[config.mk]
export PLATFORM = sky130hd
export DESIGN_NAME = pdt_dma_channel
export DESIGN_NICKNAME = d
export VERILOG_FILES = /design/src/rtl/pdt_pkg.sv /design/src/rtl/pdt_dma_channel.sv
export SDC_FILE = /design/constraint.sdc
export NUM_CORES = 1
export LEC_CHECK = 0
export ABC_AREA = 1
export BUFFER_PORTS_ARGS = -buffer_cell sky130_fd_sc_hd__buf_2
export CAP_MARGIN = 10
export CORE_ASPECT_RATIO = 2
export CORE_MARGIN = 2
export CORE_UTILIZATION = 51
export CTS_BUF_LIST = sky130_fd_sc_hd__clkbuf_4
export DETAILED_ROUTE_END_ITERATION = 7
export PLACE_DENSITY = 0.73
export SYNTH_ARGS = -nofsm -noshare
export SYNTH_HDL_FRONTEND = slang
export SYNTH_SLANG_ARGS = --single-unit
[constraint.sdc]
create_clock -name clock -period 8 [get_ports clock]
set_input_delay 0 -clock clock [delete_from_list [all_inputs] [get_ports clock]]
set_output_delay 0 -clock clock [all_outputs]
set_load 0.01 [all_outputs]
[src/rtl/pdt_pkg.sv]
// package: register map, field layouts and delay lookup tables for the dma channel
package pdt_pkg;

  ////////////////////////////////////////////////////////////////////////////
  // register map (byte offsets)
  localparam logic [3:0] CTRL_OFS   = 4'h0;
  localparam logic [3:0] TIMING_OFS = 4'h4;
  localparam logic [3:0] STATUS_OFS = 4'h8;
  localparam logic [3:0] COUNT_OFS  = 4'hC;

  localparam logic [31:0] CTRL_RST   = 32'h0000_0000;
  localparam logic [31:0] TIMING_RST = 32'h0000_0000;

  // channel_control_reg
  typedef struct packed {
    logic [13:0] rsvd;
    logic        enable;
    logic [1:0]  prefetch_count_code;
    logic [2:0]  hold_cycle_count;
    logic [5:0]  wait_cycle_count;
    logic [1:0]  setup_cycle_count;
    logic        buffer_on;
    logic [1:0]  periph_width_code;
    logic        transfer_direction;
  } pdt_ctrl_t;

  // sdram_timing_reg
  typedef struct packed {
    logic [28:0] rsvd;
    logic [1:0]  clock_ratio_code;
    logic        cas_latency_setting;
  } pdt_timing_t;

  localparam logic       DIR_M2P     = 1'b0;
  localparam logic [1:0] CODE_MAX    = 2'b10;
  localparam logic [2:0] P2M_EXP     = 3'd5;
  localparam logic [2:0] M2P_EXP     = 3'd3;
  localparam logic [6:0] GAP_LAST    = 7'd1;

  ////////////////////////////////////////////////////////////////////////////
  // delay rows: one nibble per clock ratio, lowest nibble is 2:1
  localparam logic [15:0] T2_M2P [4] = '{16'h457A, 16'h4569, 16'h567B, 16'h457A};
  localparam logic [15:0] T2_P2M [3] = '{16'h3457, 16'h3347, 16'h3346};
  localparam logic [15:0] T3_M2P     = 16'h2223;
  localparam logic [15:0] T3_P2M [2] = '{16'h2234, 16'h1223};
  localparam logic [15:0] T4_M2P [12] = '{
    16'h567B, 16'h457A, 16'h568B, 16'h457A,
    16'h568C, 16'h567B, 16'h568C, 16'h568B,
    16'h679E, 16'h579D, 16'h67AE, 16'h679D};
  localparam logic [15:0] T4_P2M [2] = '{16'h4569, 16'h3458};

  function automatic logic [3:0] pdt_nib(input logic [15:0] row, input logic [1:0] r);
    pdt_nib = row[{r, 2'b00} +: 4];
  endfunction

endpackage

[src/rtl/pdt_dma_channel.sv]
// peripheral-mode dma channel: acknowledge pacing, sdram delay and buffer batching
`timescale 1ns/1ps
`default_nettype none

//////////////////////////////////////////////////////////////////////////////
// Contract
// - unbuffered ack spacing is setup+1+wait+hold plus sdram term.
// - unbuffered sdram term looked up by direction, cas, hold, ratio.
// - buffered inbound gathers up to 32 bytes, then one sdram write.
// - buffered outbound loads prefetch-selected doublewords into buffer.
// - one shared 32-byte buffer, flushed when channel is preempted.
// - buffer flushed when the active request deasserts.
// - buffered spacing is setup+1+wait+hold plus buffer term.
// - buffer term looked up by direction, hold and ratio.
// - full or empty buffer triggers sdram access with memory term.
// - outbound memory term looked up by prefetch, cas, hold, ratio.
// - inbound memory term looked up by hold and ratio.
// - inbound items per buffer equal 32 bytes over peripheral width.
// - inbound buffer cycle is (2^(5-width)-1) buffered gaps plus one.
// - outbound items per load are 2^(3+prefetch-width).
// - idle setup, ack for 1+wait, idle hold, in bus clocks.
// - width codes byte/half/word; prefetch codes one/two/four.
// - unbuffered mode does one sdram operation per item.
// - ack is the sole peripheral strobe, no address or select.
module pdt_dma_channel (
  input  wire logic        clock,
  input  wire logic        rst,
  input  wire logic [3:0]  avs_address,
  input  wire logic        avs_read,
  input  wire logic        avs_write,
  input  wire logic [31:0] avs_writedata,
  input  wire logic [3:0]  avs_byteenable,
  output logic      [31:0] avs_readdata,
  output logic             avs_waitrequest,
  input  wire logic        periph_bus_clock,
  input  wire logic        periph_xfer_req,
  output logic             periph_xfer_ack,
  input  wire logic        channel_preempt,
  output logic             sdram_access,
  output logic             buffer_flush
);
  import pdt_pkg::*;

  typedef enum logic [1:0] {
    ST_IDLE,
    ST_GAP,
    ST_ACK
  } pdt_state_t;

  //////////////////////////////////////////////////////////////////////////
  // registers
  pdt_ctrl_t   ctrl_q;
  pdt_timing_t timing_q;
  logic        wait_q;
  logic [31:0] rdata_q;
  logic        pclk_s1_q;
  logic        pclk_s2_q;
  logic        pclk_s3_q;
  logic        req_s1_q;
  logic        req_s2_q;
  pdt_state_t  state_q;
  pdt_state_t  state_d;
  logic [6:0]  cnt_q;
  logic [6:0]  cnt_d;
  logic        ack_q;
  logic        ack_d;
  logic [5:0]  items_q;
  logic [5:0]  items_d;
  logic        mem_q;
  logic        mem_d;
  logic        flush_q;
  logic        flush_d;
  logic [15:0] xfer_q;
  logic [15:0] xfer_d;

  //////////////////////////////////////////////////////////////////////////
  // input synchronisers; request stage two feeds logic, bus clock stages two and three feed the edge detect
  always_ff @(posedge clock or posedge rst) begin
    if (rst) begin
      pclk_s1_q <= 1'b0;
      pclk_s2_q <= 1'b0;
      pclk_s3_q <= 1'b0;
      req_s1_q  <= 1'b0;
      req_s2_q  <= 1'b0;
    end else begin
      pclk_s1_q <= periph_bus_clock;
      pclk_s2_q <= pclk_s1_q;
      pclk_s3_q <= pclk_s2_q;
      req_s1_q  <= periph_xfer_req;
      req_s2_q  <= req_s1_q;
    end
  end

  // all pacing counts whole peripheral bus clocks, one step per rising edge
  wire pedge = pclk_s2_q & ~pclk_s3_q;

  //////////////////////////////////////////////////////////////////////////
  // avalon slave: one wait cycle, then the access completes
  wire        wr_take  = avs_write & ~wait_q;
  wire        rd_load  = avs_read & wait_q;
  wire        sel_ctrl = avs_address == CTRL_OFS;
  wire        sel_tim  = avs_address == TIMING_OFS;
  wire        sel_stat = avs_address == STATUS_OFS;
  wire        sel_cnt  = avs_address == COUNT_OFS;
  logic [31:0] be_mask;

  genvar gi;
  generate
    for (gi = 0; gi < 4; gi++) begin : g_lane
      assign be_mask[gi*8 +: 8] = {8{avs_byteenable[gi]}};
    end
  endgenerate

  wire [31:0] ctrl_wd = ({ctrl_q} & ~be_mask) | (avs_writedata & be_mask);
  wire [31:0] tim_wd  = ({timing_q} & ~be_mask) | (avs_writedata & be_mask);
  wire [31:0] stat_w  = {22'h00_0000, items_q, req_s2_q, ack_q, state_q};
  wire [31:0] rd_mux  = sel_ctrl ? {ctrl_q} :
                        sel_tim  ? {timing_q} :
                        sel_stat ? stat_w :
                        sel_cnt  ? {16'h0000, xfer_q} : 32'h0000_0000;

  always_ff @(posedge clock or posedge rst) begin
    if (rst) begin
      wait_q <= 1'b1;
    end else begin
      wait_q <= ~((avs_read | avs_write) & wait_q);
    end
  end

  // reserved bits are kept at zero so they read back as zero
  always_ff @(posedge clock or posedge rst) begin
    if (rst) begin
      ctrl_q   <= pdt_ctrl_t'(CTRL_RST);
      timing_q <= pdt_timing_t'(TIMING_RST);
      rdata_q  <= 32'h0000_0000;
    end else begin
      if (wr_take && sel_ctrl) begin
        ctrl_q      <= pdt_ctrl_t'(ctrl_wd);
        ctrl_q.rsvd <= 14'h0000;
      end
      if (wr_take && sel_tim) begin
        timing_q      <= pdt_timing_t'(tim_wd);
        timing_q.rsvd <= 29'h0000_0000;
      end
      if (rd_load) begin
        rdata_q <= rd_mux;
      end
    end
  end

  //////////////////////////////////////////////////////////////////////////
  // configuration decode
  wire       m2p   = ctrl_q.transfer_direction == DIR_M2P;
  wire       buf_on = ctrl_q.buffer_on;
  wire [2:0] hold  = ctrl_q.hold_cycle_count;
  wire       hnz   = |hold;
  wire       hgt1  = |hold[2:1];
  wire [1:0] ratio = timing_q.clock_ratio_code;
  wire       cas3  = timing_q.cas_latency_setting;
  // reserved code 0b11 is treated as the largest legal code
  wire [1:0] pw    = (ctrl_q.periph_width_code > CODE_MAX) ? CODE_MAX
                                                          : ctrl_q.periph_width_code;
  wire [1:0] pf    = (ctrl_q.prefetch_count_code > CODE_MAX) ? CODE_MAX
                                                            : ctrl_q.prefetch_count_code;
  wire [1:0] p2m_hidx = hgt1 ? 2'd2 : {1'b0, hnz};

  wire [3:0] t2 = m2p ? pdt_nib(T2_M2P[{cas3, hnz}], ratio)
                      : pdt_nib(T2_P2M[p2m_hidx], ratio);
  wire [3:0] t3 = m2p ? pdt_nib(T3_M2P, ratio)
                      : pdt_nib(T3_P2M[hnz], ratio);
  wire [3:0] t4_m = pdt_nib(T4_M2P[{pf, cas3, hnz}], ratio);
  wire [3:0] t4_p = pdt_nib(T4_P2M[hnz], ratio);
  wire [3:0] t4   = m2p ? t4_m : t4_p;

  // inbound items = 32 bytes / width
  wire [2:0] exp_p2m = P2M_EXP - {1'b0, pw};
  wire [2:0] exp_m2p = M2P_EXP + {1'b0, pf} - {1'b0, pw};
  wire [2:0] ld_exp  = m2p ? exp_m2p : exp_p2m;
  wire [5:0] ld_items = 6'h01 << ld_exp;
  // last of a load ends the buffered run
  wire       last_item = items_q == (ld_items - 6'h01);
  // full or empty buffer takes the memory term
  wire       mem_next  = ~buf_on | last_item;

  // every unbuffered item gets its own sdram term
  wire [3:0] term_next  = ~buf_on ? t2 : (last_item ? t4 : t3);
  // outbound buffered data must be loaded before the first strobe
  wire [3:0] term_first = ~buf_on ? t2 : (m2p ? t4 : t3);
  wire       mem_first  = ~buf_on | m2p;

  // gap = hold + term + setup (first gap has no hold), ack lasts 1+wait
  // same form with the buffer term
  wire [6:0] gap_next  = {4'h0, hold} + {3'h0, term_next}
                       + {5'h00, ctrl_q.setup_cycle_count};
  wire [6:0] gap_first = {3'h0, term_first} + {5'h00, ctrl_q.setup_cycle_count};
  wire [6:0] ack_len   = {1'b0, ctrl_q.wait_cycle_count} + 7'd1;

  wire stop = ~req_s2_q | channel_preempt | ~ctrl_q.enable;

  //////////////////////////////////////////////////////////////////////////
  // pacing state machine
  always_comb begin
    state_d = state_q;
    cnt_d   = cnt_q;
    ack_d   = ack_q;
    items_d = items_q;
    mem_d   = 1'b0;
    flush_d = 1'b0;
    xfer_d  = xfer_q;
    case (state_q)
      ST_IDLE: begin
        if (pedge && !stop) begin
          state_d = ST_GAP;
          cnt_d   = gap_first;
          items_d = 6'h00;
          mem_d   = mem_first;
        end
      end
      ST_GAP: begin
        if (stop) begin
          state_d = ST_IDLE;
          items_d = 6'h00;
          flush_d = buf_on;
        end else if (pedge) begin
          if (cnt_q == GAP_LAST) begin
            state_d = ST_ACK;
            ack_d   = 1'b1;
            cnt_d   = ack_len;
          end else begin
            cnt_d = cnt_q - 7'd1;
          end
        end
      end
      ST_ACK: begin
        // a strobe in progress is never cut short
        if (pedge) begin
          if (cnt_q == GAP_LAST) begin
            ack_d  = 1'b0;
            xfer_d = xfer_q + 16'h0001;
            if (stop) begin
              state_d = ST_IDLE;
              items_d = 6'h00;
              flush_d = buf_on;
            end else begin
              state_d = ST_GAP;
              cnt_d   = gap_next;
              items_d = mem_next ? 6'h00 : items_q + 6'h01;
              mem_d   = mem_next;
            end
          end else begin
            cnt_d = cnt_q - 7'd1;
          end
        end
      end
      default: begin
        state_d = ST_IDLE;
        ack_d   = 1'b0;
      end
    endcase
  end

  always_ff @(posedge clock or posedge rst) begin
    if (rst) begin
      state_q <= ST_IDLE;
      cnt_q   <= 7'h00;
      ack_q   <= 1'b0;
      items_q <= 6'h00;
      mem_q   <= 1'b0;
      flush_q <= 1'b0;
      xfer_q  <= 16'h0000;
    end else begin
      state_q <= state_d;
      cnt_q   <= cnt_d;
      ack_q   <= ack_d;
      items_q <= items_d;
      mem_q   <= mem_d;
      flush_q <= flush_d;
      xfer_q  <= xfer_d;
    end
  end

  //////////////////////////////////////////////////////////////////////////
  // outputs, each straight from a flop
  assign avs_readdata    = rdata_q;
  assign avs_waitrequest = wait_q;
  assign periph_xfer_ack = ack_q;
  assign sdram_access    = mem_q;
  assign buffer_flush    = flush_q;

endmodule // pdt_dma_channel

`default_nettype wire

==> results.md <==
* Run status: finished, final reports clean
* Synth Area in XOR/XNOR at 3.73%
* Max rail drop VDD at 0.105 mV
* Die W at 75.2 µm
* Seq/Total Area, Yosys at 38.3%
* Post-route antenna net violation count at 0
* Max incr delay on CP at 0.57 ns
* DRC Markers at 0
* # rows at 52
* Worst path slowest cell: dfrtp_1
* Largest buffer count on any clock path at 2
* Post-synthesis mux area share at 1.45%
* Simple-Gate Fraction of Synth Area at 25.5%
* Fill cells at 952
* Tmin final at 5.16 ns
* Tot GR Track Use at 27.5%
* Post-synth EDFFs at 0
* Worst Setup Path Type: flop to flop
* Vias in the first global route at 4883
* Initial core utilization at 51.6%
* Syn avg cell area at 7.85 µm²
* Final Cycle Share at 64.5%
* Worst-path fanout max at 9
* Wirelength, routed at 14300 µm
* Initial DRC Count at 352
* Compound-cell area share of the yosys netlist at 14.3%
* Share of layout cells above drive strength 1 at 15.2%
* First-pass GRT wire length at 23000 µm
* IO Count at 83
* Die height at 146 µm
* Avg WL per Cell at 16.2 µm
* GRT Residual Overflow at 0
* Routed via count at 4875
* Async set-reset flop share out of synthesis at 100%
* Top FF cell, synth: dfrtp_1
* Cell Chain, Critical Path: nor2_1 > ha_1 > fa_1 > nor2_1 > nand3_2 > ha_1 > xor2_1 > nand3_1 > a21oi_1 > nand3_2 > nor2_4 > nand2_1 > nand3_1 > nand2_1 > inv_1 > fa_1 > ha_1 > fa_1 > or2_2 > a21oi_1 > o22ai_1 > a21oi_1 > a21oi_1
* Power consumption at 1.17 mW
* Synthesized netlist cell count at 658
* Mapped Area at 0.00517 mm²
* Inserted Clock Buffers at 9
* IO buf count at 53
* Root buffer cell: clkbuf_4
* Core ar. at 0.0100 mm²
* Max_slew headroom at 34.1%
* Clk slew on worst S/H paths at 0.15 ns
* Max Slew Vio Count at 0
* Setup_tns at 0 ns
* Clk sink count at 79
* Worst-Skew Late Latency at 0.46 ns
* Cts repair resizes at 0
* Initial antenna violation count at 1
* Vias/cell at 5.55
* Nets at 810
* H-tree Lvls at 3
* Final Hold Fails at 0
* 1st-pass router iterations at 5
* Synth-to-Final Area Change at 14.1%
* Power density cells at 198 mW/mm²
* Leak pwr at 2.87 nW
* Most used cell, CP: a21oi_1
* Yosys reg bits at 79
* Startpoint types: flop
* Post-synthesis adder-cell area fraction at 7.02%
* Detailed Place HPWL at 10900 µm
* Pin slew with the least headroom to its limit at 0.988 ns
* Pin count of the biggest net entering global routing at 80
* Gpl congestion at 0.925
* RSZ-0062 raised after global routing: false
* CTS tree: done
* Final setup fails at 0
* Clock Skew at 0.0189 ns
* MaxCap Viol Count at 0
* Crit end category: flop
* Netlist cell types at 53
* Min-Delay Path Class: input port to flop
* Critical Path AT at 5.51 ns
* Main combinational cell family by area after synthesis: simple AND/OR/NAND/NOR gates
* Synth warn at 0
* Critical path required time at 8.35 ns
* Max Clock Freq at 194 MHz
* Die ar. at 0.0110 mm²
-- metrics by stage --
step                      utilization (%)  hold WS (ns)  instances  worst slack, ns  cell area [µm²]
after detailed placement             54.6         0.110        831             2.96             5470
after global routing                 58.8        0.0819        878             2.52             5900
after global placement               54.6         0.109        831             3.07             5470
after floorplan                         -        0.0314        671             3.45             5220
after CTS                            58.8        0.0531        877             2.89             5890
final                                58.8        0.0501        878             2.84             5900
-- final cells by class --
class / instances / area, µm² / area share [%]
Multi-Input combinational cell: 481 / 2740 / 46.5
Antenna cell: 1 / 2.50 / 0.0424
Inverter: 82 / 312 / 5.28
Tap cell: 135 / 169 / 2.87
Sequential cell: 79 / 1980 / 33.6
Clock buffer: 10 / 75.1 / 1.27
Clock inverter: 6 / 45.0 / 0.764
Timing Repair Buffer: 84 / 573 / 9.72
-- cells in the final DEF (no fill, tap or decap), drive strengths merged, types with 7 or more instances in the layout --
cell type    synthesis  routed
a21oi               43      43
buf                 24      54
nor2                55      55
dfrtp               78      78
o22ai               11      11
inv                 81      82
clkbuf               5      10
nand2              142     142
xor2                21      21
nor3                17      17
a31oi                9       9
dlygate4sd3          0      30
ha                  21      21
nand3               44      44
o21ai               51      51
nand4               10      10
conb                 1      14
or2                  7       7
-- where the power goes --
part	switching [mW]	total, mW	internal, mW	leakage, nW
Combinational	0.289	0.456	0.167	1.80
Clock	0.156	0.225	0.0687	0.0594
Sequential	0.0484	0.489	0.441	1.02
Total	0.493	1.17	0.676	2.87
-- timing repair --
action	in CTS	in global routing
buffers inserted	0	0
setup endpoints to repair	0	0
hold buffers	30	0
endpoints found under the hold margin	109	0
-- cells in the mapped netlist (all sizes together), types with 10 or more instances --
library cell  number  area share, %
a21oi             43            4.2
buf               24            3.2
dfrtp             78             38
ha                21            5.1
inv               81            5.9
nand2            142             10
nand3             44            5.0
nand4             10            1.3
nor2              55            4.6
nor3              17            2.2
o21ai             51            5.1
o22ai             11            1.3
xor2              21            3.6
-- worst paths after layout --
path                       slack, ns      start                    endpoint  cells past startpoint
setup / recovery                2.84       flop                    cnt_q[3]                     23
hold / removal                  0.05  avs_write                        flop                      3
setup reg to reg                2.84       flop                    cnt_q[3]                     23
hold reg to reg                 0.37  pclk_s1_q                   pclk_s2_q                      0
max in group asynchronous       6.97        rst  asynchronous set/reset pin                      4
min in group asynchronous       0.35        rst            avs_readdata[14]                      4
-- worst max-delay path: cells and delay by family (launching register included) --
kind | cells | cell delay (ns)
fa+ha+maj | 6 | 2.08
simple gates | 10 | 1.53
compound gates | 5 | 0.64
flops | 1 | 0.57
xor+xnor | 1 | 0.15
buf+inv | 1 | 0.07
-- cells by family (layout without fill, tap and decap cells) --
family          count (synthesis)  after routing
simple gates                  282            282
compound gates                131            131
buf+inv                       111            182
flops                          79             79
fa+ha+maj                      26             26
xor+xnor                       22             22
mux                             6              6
other cells                     1             15
-- routing by layer --
metal,up-vias,GRT usage (%),wire [µm]
li1,2316,-,-
met1,2308,30.0,5350
met2,188,47.3,7440
met3,63,3.31,523
met4,0,18.4,951
met5,-,0,0
Power figures use the tool's default switching activity.
